--- src/hdl/pdr_pkg.sv ---
/*
 Constants for the per-port diagnostic and event register bank.
 Assumes a single 50 MHz management clock and a plain strobe register port.
*/
package pdr_pkg;
  localparam int unsigned CLK_MHZ = 50;
  localparam logic [11:0] OFF_DIAG = 12'h124;
  localparam logic [11:0] OFF_LINK = 12'h126;
  localparam logic [11:0] OFF_SYMERR = 12'h12a;
  localparam logic [11:0] OFF_EVENT = 12'h136;
  localparam logic [11:0] OFF_XOVER = 12'h138;
  localparam int DIAG_EN_BIT = 15;
  localparam int DIAG_PAIR_BIT = 12;
  localparam int DIAG_RES_LO = 8;
  localparam int LINK_UP_BIT = 0;
  localparam int EVT_EN_LO = 8;
  localparam int XO_DISABLE_BIT = 6;
  localparam int XO_STRAIGHT_BIT = 7;
  localparam logic [1:0] DIAG_RES_RESET = 2'h0;
  localparam logic [15:0] SYMERR_RESET = 16'h0000;
  localparam logic [7:0] EVT_RESET = 8'h00;
  localparam logic [1:0] XOVER_RESERVED_RESET = 2'h0;
  localparam logic [7:0] XOVER_HIGH_RESET = 8'h24;
  localparam logic [1:0] RES_NONE = 2'h0;
  localparam logic [1:0] RES_OPEN = 2'h1;
  localparam logic [1:0] RES_SHORT = 2'h2;
  typedef enum logic [1:0] {
    PDR_IDLE = 2'b01,
    PDR_RUN = 2'b10
  } pdr_diag_state_t;
endpackage

--- src/hdl/pdr_bank.sv ---
/*
 Register bank for one integrated copper port: cable diagnostic control and
 result, link status, symbol-error frame counter, event flags with enables,
 and crossover control. Assumes a synchronous master on the strobe port and
 a cable test engine that answers a start pulse with a done pulse and code.
*/
// The plain strobed port was chosen for this implementation.
module pdr_bank (
  input wire logic clk,
  input wire logic resetn,
  input wire logic [11:0] addr,
  input wire logic [15:0] wdata,
  input wire logic wr,
  input wire logic rd,
  output logic [15:0] rdata,
  output logic diag_start,
  output logic diag_pair,
  input wire logic diag_done,
  input wire logic [1:0] diag_code,
  input wire logic link_up,
  input wire logic receive_symbol_error_frame,
  input wire logic [7:0] event_pulse,
  output logic auto_crossover_en,
  output logic straight_wiring,
  output logic irq
);
  pdr_pkg::pdr_diag_state_t state_q;
  logic [1:0] diag_res_q;
  logic pair_q;
  logic [1:0] diag_rsv_a_q;
  logic [1:0] diag_rsv_b_q;
  logic [15:0] symerr_q;
  logic [7:0] evt_q;
  logic [7:0] evt_en_q;
  logic xo_dis_q;
  logic xo_str_q;
  logic [7:0] xo_hi_q;
  logic [5:0] xo_lo_q;
  logic wr_diag, rd_sym, rd_evt;
  logic [15:0] rdata_d;

  assign wr_diag = wr && (addr == pdr_pkg::OFF_DIAG);
  assign rd_sym = rd && (addr == pdr_pkg::OFF_SYMERR);
  assign rd_evt = rd && (addr == pdr_pkg::OFF_EVENT);

  // Diagnostic sequencer; a write of zero mid-run aborts the run
  always_ff @(posedge clk) begin
    if (!resetn) begin
      state_q <= pdr_pkg::PDR_IDLE;
      diag_start <= 1'b0;
      diag_res_q <= pdr_pkg::DIAG_RES_RESET;
    end else begin
      diag_start <= 1'b0;
      case (state_q)
        pdr_pkg::PDR_IDLE: begin
          if (wr_diag && wdata[pdr_pkg::DIAG_EN_BIT]) begin
            state_q <= pdr_pkg::PDR_RUN;
            diag_start <= 1'b1;
          end
        end
        pdr_pkg::PDR_RUN: begin
          if (wr_diag && !wdata[pdr_pkg::DIAG_EN_BIT]) begin
            state_q <= pdr_pkg::PDR_IDLE;
          end else if (diag_done) begin
            state_q <= pdr_pkg::PDR_IDLE;
            diag_res_q <= diag_code;
          end
        end
        default: state_q <= pdr_pkg::PDR_IDLE;
      endcase
    end
  end

  always_ff @(posedge clk) begin
    if (!resetn) begin
      pair_q <= 1'b0;
      diag_rsv_a_q <= 2'h0;
      diag_rsv_b_q <= 2'h0;
    end else if (wr_diag) begin
      pair_q <= wdata[pdr_pkg::DIAG_PAIR_BIT];
      diag_rsv_a_q <= wdata[14:13];
      diag_rsv_b_q <= wdata[11:10];
    end
  end

  always_ff @(posedge clk) begin
    if (!resetn) begin
      diag_pair <= 1'b0;
    end else begin
      diag_pair <= wr_diag ? wdata[pdr_pkg::DIAG_PAIR_BIT] : pair_q;
    end
  end

  // Counter saturates rather than wrapping; an error in the read cycle starts a fresh count
  always_ff @(posedge clk) begin
    if (!resetn) begin
      symerr_q <= pdr_pkg::SYMERR_RESET;
    end else if (rd_sym) begin
      symerr_q <= {15'h0000, receive_symbol_error_frame};
    end else if (receive_symbol_error_frame && symerr_q != 16'hffff) begin
      symerr_q <= symerr_q + 16'h0001;
    end
  end

  // Set wins over the read clear
  always_ff @(posedge clk) begin
    if (!resetn) begin
      evt_q <= pdr_pkg::EVT_RESET;
    end else if (rd_evt) begin
      evt_q <= event_pulse;
    end else begin
      evt_q <= evt_q | event_pulse;
    end
  end

  always_ff @(posedge clk) begin
    if (!resetn) begin
      evt_en_q <= 8'h00;
    end else if (wr && addr == pdr_pkg::OFF_EVENT) begin
      evt_en_q <= wdata[15:8];
    end
  end

  always_ff @(posedge clk) begin
    if (!resetn) begin
      xo_dis_q <= 1'b0;
      xo_str_q <= 1'b0;
      xo_hi_q <= pdr_pkg::XOVER_HIGH_RESET;
      xo_lo_q <= 6'h00;
    end else if (wr && addr == pdr_pkg::OFF_XOVER) begin
      xo_dis_q <= wdata[pdr_pkg::XO_DISABLE_BIT];
      xo_str_q <= wdata[pdr_pkg::XO_STRAIGHT_BIT];
      xo_hi_q <= wdata[15:8];
      xo_lo_q <= wdata[5:0];
    end
  end

  // Straight output only matters while automatic crossover is off
  always_ff @(posedge clk) begin
    if (!resetn) begin
      auto_crossover_en <= 1'b1;
      straight_wiring <= 1'b0;
    end else begin
      auto_crossover_en <= !xo_dis_q;
      straight_wiring <= xo_dis_q && xo_str_q;
    end
  end

  always_ff @(posedge clk) begin
    if (!resetn) begin
      irq <= 1'b0;
    end else begin
      irq <= |(evt_q & evt_en_q);
    end
  end

  always_comb begin
    rdata_d = 16'h0000;
    if (addr == pdr_pkg::OFF_DIAG) begin
      rdata_d = {state_q == pdr_pkg::PDR_RUN, diag_rsv_a_q, pair_q, diag_rsv_b_q,
                 diag_res_q, 8'h00};
    end else if (addr == pdr_pkg::OFF_LINK) begin
      rdata_d = {15'h0000, link_up};
    end else if (addr == pdr_pkg::OFF_SYMERR) begin
      rdata_d = symerr_q;
    end else if (addr == pdr_pkg::OFF_EVENT) begin
      rdata_d = {evt_en_q, evt_q};
    end else if (addr == pdr_pkg::OFF_XOVER) begin
      rdata_d = {xo_hi_q, xo_str_q, xo_dis_q, xo_lo_q};
    end
  end

  always_ff @(posedge clk) begin
    if (!resetn) begin
      rdata <= 16'h0000;
    end else if (rd) begin
      rdata <= rdata_d;
    end else begin
      rdata <= 16'h0000;
    end
  end
endmodule

--- config.mk ---
export PLATFORM = sky130hd
export DESIGN_NAME = pdr_bank
export DESIGN_NICKNAME = d
export VERILOG_FILES = /design/src/hdl/pdr_pkg.sv /design/src/hdl/pdr_bank.sv
export SDC_FILE = /design/constraint.sdc
export NUM_CORES = 1
export LEC_CHECK = 0
export BUFFER_PORTS_ARGS = -buffer_cell sky130_fd_sc_hd__buf_2
export CORE_MARGIN = 4
export CORE_UTILIZATION = 59
export CTS_CLUSTER_DIAMETER = 150
export DETAILED_ROUTE_END_ITERATION = 10
export PLACE_DENSITY_LB_ADDON = 0.15
export SETUP_SLACK_MARGIN = 0.5
export SYNTH_ARGS = -nofsm -noshare
export SYNTH_HDL_FRONTEND = slang
export SYNTH_SLANG_ARGS = --single-unit
--- constraint.sdc ---
create_clock -name clk -period 3.05 [get_ports clk]
set_input_delay 0.305 -clock clk [delete_from_list [all_inputs] [get_ports clk]]
set_output_delay 0.305 -clock clk [all_outputs]
set_load 0.005 [all_outputs]
Yosys cells after proc, flatten, opt, wreduce, memory -nomap -nowiden:

Cells that the tools add are included.

* output and inout bits: 21
* register bits after elaboration: 77
* bits of input ports: 45
* logic and storage cells: 69

* multiplexer cells: 13
* reductions and logical operators: 20
* equality and inequality tests: 10
* bitwise logic cells: 5
* add/sub/neg operators: 1

Operators with widths (count)
* two-way mux 16 bit: 5
* == test 12 x 9 -> 1 bit, second input constant: 5
* adder 16 x 1 -> 16 bit, second input constant: 1
* != test 16 bit, second input constant: 1
* logical AND 1 bit: 9
* bitwise AND 8 bit: 1
* two-way mux 8 bit: 1
* OR 8 bit: 1
* OR reduction 8 bit: 1
* two-way mux 2 bit: 3
* AND reduction 2 bit: 3
* one-hot mux 2 bit (2 select lines): 1
* OR reduction 4 bit: 1
* two-way mux 1 bit: 3
* != test 3 bit, second input constant: 1
* inverter 1 bit: 3
* AND reduction 3 bit: 1
* OR reduction 3 bit: 1
* == test 2 x 1 -> 1 bit, second input constant: 1
* == test 2 bit, second input constant: 1
* zero test 1 bit: 2
* != test 2 bit, second input constant: 1
* nonzero test 2 bit: 1
* OR reduction 2 bit: 1

Depth between registers and ports, before layout:

Gate-level depths: netlist (run 1).

* depth in word-level cells: 6
* gate-level depth with buffers: 8
* depth with buffers taken out: 6

Worst setup path before layout (run 1):

OpenSTA, ideal clock, no wires.

* path type: input to register
* from: input addr[9]
* to: register symerr_q[10]
* arrival: 1.736 ns
* path buffers: 2
* required time: 2.933 ns
* slack: 1.197 ns
* stages on the path: 7
* setup time: 0.117 ns
* cells stage by stage: or3b_4 -> or2_4 -> buf_2 -> nor3_1 -> nand2b_1 -> buf_2 -> nor2_1

* longest elaborated chain between the ends: 3

Ends and longest elaborated chain
* start: declaration: RTL line pdr_bank.sv:11 `input wire logic [11:0] addr,`
* == test 12 x 9 -> 1 bit: RTL line pdr_bank.sv:43 `assign rd_sym = rd && (addr == pdr_pkg::OFF_SYMERR);`
* logical AND 1 bit: RTL line pdr_bank.sv:43
* OR reduction 2 bit (no source line)
* end signal: assignment: RTL line pdr_bank.sv:97 `symerr_q <= pdr_pkg::SYMERR_RESET;`
* end signal: assignment: RTL line pdr_bank.sv:99 `symerr_q <= {15'h0000, receive_symbol_error_frame};`
* end signal: assignment: RTL line pdr_bank.sv:101 `symerr_q <= symerr_q + 16'h0001;`
* end: declaration: RTL line pdr_bank.sv:32 `logic [15:0] symerr_q;`

No other way between the ends.
A chain may end at the register's enable or synchronous reset.

Worst setup path in the final report (run 1):

* from: input addr[9]
* to: register rdata[3]

* longest elaborated chain between the ends: 4
* elaborated cells on any way between the ends: 9
* those cells by class: eq/ne (5); mux (3); reduce/logical (1)

Ends and longest elaborated chain
* == test 12 x 9 -> 1 bit: RTL line pdr_bank.sv:168 `end else if (addr == pdr_pkg::OFF_XOVER) begin`
* two-way mux 16 bit: RTL line pdr_bank.sv:168
* two-way mux 16 bit: RTL line pdr_bank.sv:166 `end else if (addr == pdr_pkg::OFF_EVENT) begin`
* two-way mux 16 bit: RTL line pdr_bank.sv:164 `end else if (addr == pdr_pkg::OFF_SYMERR) begin`
* end signal: assignment: RTL line pdr_bank.sv:177 `rdata <= rdata_d;`
* end: declaration: RTL line pdr_bank.sv:15 `output logic [15:0] rdata,`

Several ways; a longest one is shown, not always the timed one.

==> metrics.txt, run 1 <==
pwr dens 455.8 nW/um2; CP Class input pin to flip-flop; antenna violations before repair 0; WP data required 3320 ps; RSZ-0062 raised after global routing no; crit end category flip-flop; # clock sinks 77; Die H 84.66 um; Net count, final 526; largest net degree at the start of global routing 31; commonest non-fill, non-tap cell in the layout dfxtp_1; fin. max-slew vios 0; clock root buffer clkbuf_8; CP startpoint kind input pin; cts bufs inserted 9; via count 3377; area of the multi-input gates 1795 um2; Synth Net Count 466; depth of the CTS H-tree 3; vias in the first global route 3172; clock skew 6.737 ps; grt ovf 0; hold depth 3; Min-Delay Path Class input pin to flip-flop; Seq/Total Area, Yosys 44.46%; die area 7166 um2; worst setup margin 1112 ps; synthesized area per cell 8.255 um2; Leak 1.506 nW; cell-internal power 0.001373 W; Iter 0 DRT Violations 326; R2R setup slack 1160 ps; routability cong. 0.8844; status complete, no violations; CTS max path bufs 2; Tcrit/Tclk final 63.53%; part of the power in registers 56.1%; CTS tree built; Worst-Skew Late Latency 350 ps; CTS clk-pin slew, worst paths 80 ps; worst slack, placed 773.0 ps; Netlist cell types 49; Sw Share 24.83%; final WL 9149 um; GRT Total Usage 26.59%; Max Fclk 0.5161 GHz; commonest cells after routing, fill and taps aside 77 x dfxtp_1, 65 x buf_2, 64 x nand2_1, 44 x a21oi_1, 37 x o21ai_0; worst hold endpoint evt_q[4]; ys flop type dfxtp_1; fraction of registers with async set/reset 0%; final setup TNS 0 ps; crit path DAT 2200 ps; post-DR wirelength/cell 16.43 um; Design Power 0.001827 W; # DRC 0; Post-Syn Instances 420; Max-Slew Margin vs Limit 58.56%; CP Max Fanout 11; combinational share of power 6.1%; clock power share 37.8%; Ant. Diodes 0; Antenna Nets Post-Route 0; Yosys Warn Count 0; Net Switching 0.0004536 W; I/O pin cnt 66; core area 5608 um2; first-pass GRT wire length 15220 um; Reg area 1541 um2; 1st-pass router iterations 5; Worst VDD drop 0.3025 mV; placed cell count 541; layout cell share with drive strength beyond 1 20.62%; Layout fillers 469; hpwl dp 6704 um; hold_ws 155.8 ps; worst slew pin tran 621.6 ps; Seq cells post-synth 77; Initial Utilization 61.83%; Area Overhead vs Synth 15.63%; beginning of the critical path addr[9]; Post-synth EDFFs 0; Fin. Hold Viols 0; I/O Buffers 65; origin of the worst min-delay path event_pulse[4]; # setup viols final 0; minimum clock period 1938 ps; via/cell ratio 6.063; die span in x 84.66 um; CTS Hold Bufs 0; Setup Fix Bufs, Post-CTS 0; Max-cap violations 0; worst reg-to-reg path cell count 5; fin cells 557; std cell rows 27; Cell Area, Synth 3467 um2; Post-CTS Resized 0; RR Endpoint symerr_q[3]; RR Startpoint symerr_q[6]
[synth_stat cells (2+ instances only)]
| cell type | instances | share of area (%) |
|---|---|---|
| a211oi_1 | 10 | 2.2 |
| a21oi_1 | 44 | 6.4 |
| a22oi_1 | 4 | 0.87 |
| a2bb2oi_1 | 13 | 3.3 |
| a31oi_1 | 3 | 0.54 |
| a41oi_1 | 4 | 1.0 |
| and2_1 | 2 | 0.36 |
| and3_1 | 4 | 0.72 |
| buf_2 | 8 | 1.2 |
| clkbuf_1 | 14 | 1.5 |
| dfxtp_1 | 77 | 44 |
| inv_1 | 6 | 0.65 |
| mux2i_1 | 9 | 2.6 |
| nand2_1 | 64 | 6.9 |
| nand2b_1 | 3 | 0.54 |
| nand3_1 | 21 | 3.0 |
| nand4_1 | 5 | 0.90 |
| nand4b_1 | 2 | 0.51 |
| nand4bb_1 | 2 | 0.65 |
| nor2_1 | 32 | 3.5 |
| nor2b_1 | 3 | 0.54 |
| nor3_1 | 10 | 1.4 |
| nor3_2 | 2 | 0.58 |
| nor3b_1 | 2 | 0.43 |
| nor4_1 | 5 | 0.90 |
| nor4b_1 | 2 | 0.51 |
| o21a_1 | 6 | 1.3 |
| o21ai_0 | 37 | 5.3 |
| or2_2 | 2 | 0.36 |
| xnor2_1 | 5 | 1.3 |
[per-stage QoR]
stage / area [um2] / utilization, %
2_1_floorplan: 3467 / -
3_3_place_gp: 3835 / 68.38
3_5_place_dp: 3835 / 68.38
4_1_cts: 4009 / 71.49
5_1_grt: 4009 / 71.49
6_report: 4009 / 71.49
[how the worst max path moves through the flow]
| stage | endpoint | slack, ps | cells past startpoint |
|---|---|---|---|
| floorplan | symerr_q[10] | 1200 | 7 |
| global placement | rdata[2] | 820 | 7 |
| detailed placement | rdata[3] | 770 | 7 |
| CTS | rdata[3] | 1130 | 7 |
| global route | symerr_q[9] | 960 | 5 |
| finish | rdata[3] | 1110 | 7 |
[registers in the layout, summed over array words and instances, names as in the netlist]
register and count:
diag_rsv_b_q 2, xo_hi_q 8, diag_rsv_a_q 2, evt_en_q 8, state_q 2, diag_start 1
evt_q 8, xo_lo_q 6, rdata 16, xo_str_q 1, auto_crossover_en 1, straight_wiring 1
diag_res_q 2, diag_pair 1, irq 1, xo_dis_q 1, symerr_q 16
[metal layers]
layer / GRT usage [%] / vias to the layer above / share of wire (%)
li1: - / 1631 / -
met1: 35.57 / 1583 / 45
met2: 41.57 / 142 / 45
met3: 6.379 / 21 / 7.5
met4: 10.22 / 0 / 2.4
met5: 0 / - / 0
[power by group through the flow]
stage                     registers, W  clock network [W]  logic (W)
after floorplan                0.00104                  0  0.0000586
after global placement         0.00105                  0   0.000108
after detailed placement       0.00105                  0   0.000110
after CTS                      0.00102           0.000701   0.000110
after global routing           0.00103           0.000749   0.000124
final                          0.00102           0.000691   0.000112
[layout make-up]
cell class	instances	area share (%)
multi-input cells	313	44.79
flip-flops and latches	77	38.45
repair buffers	73	9.613
clock buffers	10	3.433
well taps	72	2.247
clock inverters	6	0.9051
inverters	6	0.5618
[critical path, cell delays in order]
cell and delay (ps):
buf_2 90, or3b_4 420, or2_4 300, nor4_4 550, buf_4 260, a2bb2oi_1 70, a211oi_1 210
[cells by family after synthesis]
family | Yosys count | synth area share, %
xor+xnor | 6 | 1.516
flops | 77 | 44.46
fa+ha+maj | 1 | 0.3608
mux | 9 | 2.598
compound gates | 127 | 22.63
buf+inv | 30 | 3.753
simple gates | 170 | 24.68
No activity file was read; power rests on OpenSTA's default activity.
==> run 2, diff against run 1 <==
- CORE_UTILIZATION: 59 -> 50
- clock period: 3.05 -> 1.6 ns (I/O delays scaled with it)
==> run 2 against run 1 <==
  * Clock skew grew 3.5 ps
  * Sequential share of layout area shrank 10 points
  * Sequential cell count unchanged
  * Global-route usage grew 1.6 points
  * Via count up 17%
  * Sequential power rose by 91%
  * Die area increased by 16%
  * Combinational power rose to 3.0 times the previous value
  * Total power grew 130%
  * Clock power grew to 2.7 times the previous value
==> metrics.txt, run 2 (synthesized netlist as in run 1, its figures left out) <==
CP Max Fanout 5; # DRC 0; RR Endpoint symerr_q[9]; placed cell count 601; CP Class flip-flop to flip-flop; post-DR wirelength/cell 20.09 um; std cell rows 30; grt ovf 0; # setup viols final 0; worst reg-to-reg path cell count 6; hpwl dp 7478 um; Area Overhead vs Synth 60.09%; clock root buffer clkbuf_8; CP startpoint kind flip-flop; I/O Buffers 65; Initial Utilization 51.31%; crit path DAT 1740 ps; RR Startpoint symerr_q[10]; largest registers rdata x16, symerr_q x16; CTS max path bufs 2; routability cong. 0.9211; commonest cells after routing, fill and taps aside 62 x dfxtp_1, 62 x buf_2, 52 x buf_4, 41 x nand2_1, 29 x nor2_1; Tcrit/Tclk final 93.32%; CP max stage cell dfxtp_2; worst slack, placed -172.8 ps; worst hold endpoint evt_q[2]; crit end category flip-flop; layout cell share with drive strength beyond 1 52.95%; Min-Delay Path Class input pin to flip-flop; Fin. Hold Viols 0; Layout Utilization 82.15%; origin of the worst min-delay path event_pulse[2]; worst-path cell chain nand2_2, nor4_4, buf_4, nor4b_4, xnor2_1, nor2_1; 1st-pass router iterations 6; via count 3943; core area 6756 um2; R2R setup slack 110 ps; Ant. Diodes 0; pwr dens 748.0 nW/um2; CTS clk-pin slew, worst paths 80 ps; Leak 2.230 nW; clock skew 10.20 ps; hold depth 3; final WL 12840 um; Antenna Nets Post-Route 0; Design Power 0.004152 W; CTS tree built; antenna violations before repair 0; via/cell ratio 6.171; WP data required 1840 ps; status complete, no violations; cts bufs inserted 9; worst setup margin 106.9 ps; fin cells 639; Worst VDD drop 0.5923 mV; depth of the CTS H-tree 3; Worst path max stage delay 410 ps; Iter 0 DRT Violations 313; Max Fclk 0.6698 GHz; die span in x 91.27 um; I/O pin cnt 66; worst slew pin tran 397.9 ps; Crit path max-delay family simple AND/OR/NAND/NOR gates; # clock sinks 77; Buf+Inv Stages, Crit Path 1; fin. max-slew vios 0; Die H 91.27 um; minimum clock period 1493 ps; die area 8330 um2; largest net degree at the start of global routing 30; RSZ-0062 raised after global routing yes; Max-Slew Margin vs Limit 73.47%; final setup TNS 0 ps; vias in the first global route 3827; GRT Total Usage 28.22%; Worst-Skew Late Latency 360 ps; first-pass GRT wire length 18890 um; Net count, final 600; Max-cap violations 0
[run 2: cell count changes in the layout (fill, tap and decap cells not counted), moves of 9 or more]
| cell | before | now |
|---|---|---|
| buf_4 | 8 | 52 |
| o21ai_0 | 37 | 10 |
| nand2_1 | 64 | 41 |
| buf_6 | 0 | 21 |
| a21oi_1 | 44 | 24 |
| a21oi_2 | 0 | 20 |
| o21ai_1 | 0 | 20 |
| nand2_2 | 0 | 17 |
| dfxtp_1 | 77 | 62 |
| nand3_1 | 21 | 7 |
| dfxtp_2 | 0 | 12 |
| nand3_2 | 1 | 13 |
| nor3_1 | 10 | 1 |
[run 2: metrics by stage]
step | hold slack, ps | instance area (um2)
final | 12.21 | 5550
after global routing | 22.91 | 5550
after CTS | 0.2393 | 5056
after detailed placement | 371.7 | 4377
after global placement | 367.8 | 4377
after floorplan | 277.4 | 3562
[run 2: repair_timing]
item / in CTS / in global routing
endpoints found under the setup margin: 73 / 74
pin swaps: 53 / 39
buffers inserted: 6 / 10
hold buffers: 1 / 0
resized for setup: 99 / 97
endpoints found under the hold margin: 1 / 0
gates cloned: 3 / 2
[run 2: tightest hold or removal path, cell delays in order]
cell and delay [ps]:
buf_2 80, a21oi_2 30, nor2_1 70
[run 2: power breakdown]
part           internal (W)  total (W)  switching (W)
Combinational      0.000144   0.000334       0.000190
Sequential          0.00193    0.00195      0.0000233
Clock               0.00109    0.00187       0.000772
Total               0.00317    0.00415       0.000986
[run 2: layout make-up]
cell class | count | area (um2)
multi-input cells | 314 | 2469
inverters | 6 | 22.52
fillers | 390 | 1206
flip-flops and latches | 77 | 1568
repair buffers | 146 | 1137
clock inverters | 6 | 116.4
clock buffers | 10 | 137.6
well taps | 80 | 100.1
[run 2: how the worst max path moves through the flow]
| stage | from | endpoint | slack [ps] | cells past startpoint |
|---|---|---|---|---|
| 6_report | symerr_q[10] | symerr_q[9] | 110 | 6 |
| 5_1_grt | symerr_q[14] | symerr_q[3] | 30 | 5 |
| 4_1_cts | symerr_q[0] | symerr_q[3] | 130 | 6 |
| 3_5_place_dp | addr[7] | rdata[12] | -170 | 7 |
| 3_3_place_gp | addr[7] | rdata[9] | -170 | 9 |
| 2_1_floorplan | addr[9] | rdata[4] | -70 | 6 |
[run 2: metal layers]
| layer | wire length (um) | part of all wire [%] | global-route usage [%] |
|---|---|---|---|
| met3 | 856 | 6.7 | 5.634 |
| met4 | 390 | 3.0 | 12.31 |
| met2 | 6517 | 51 | 49.29 |
| met5 | 0 | 0 | 0 |
| met1 | 5074 | 40 | 33.39 |
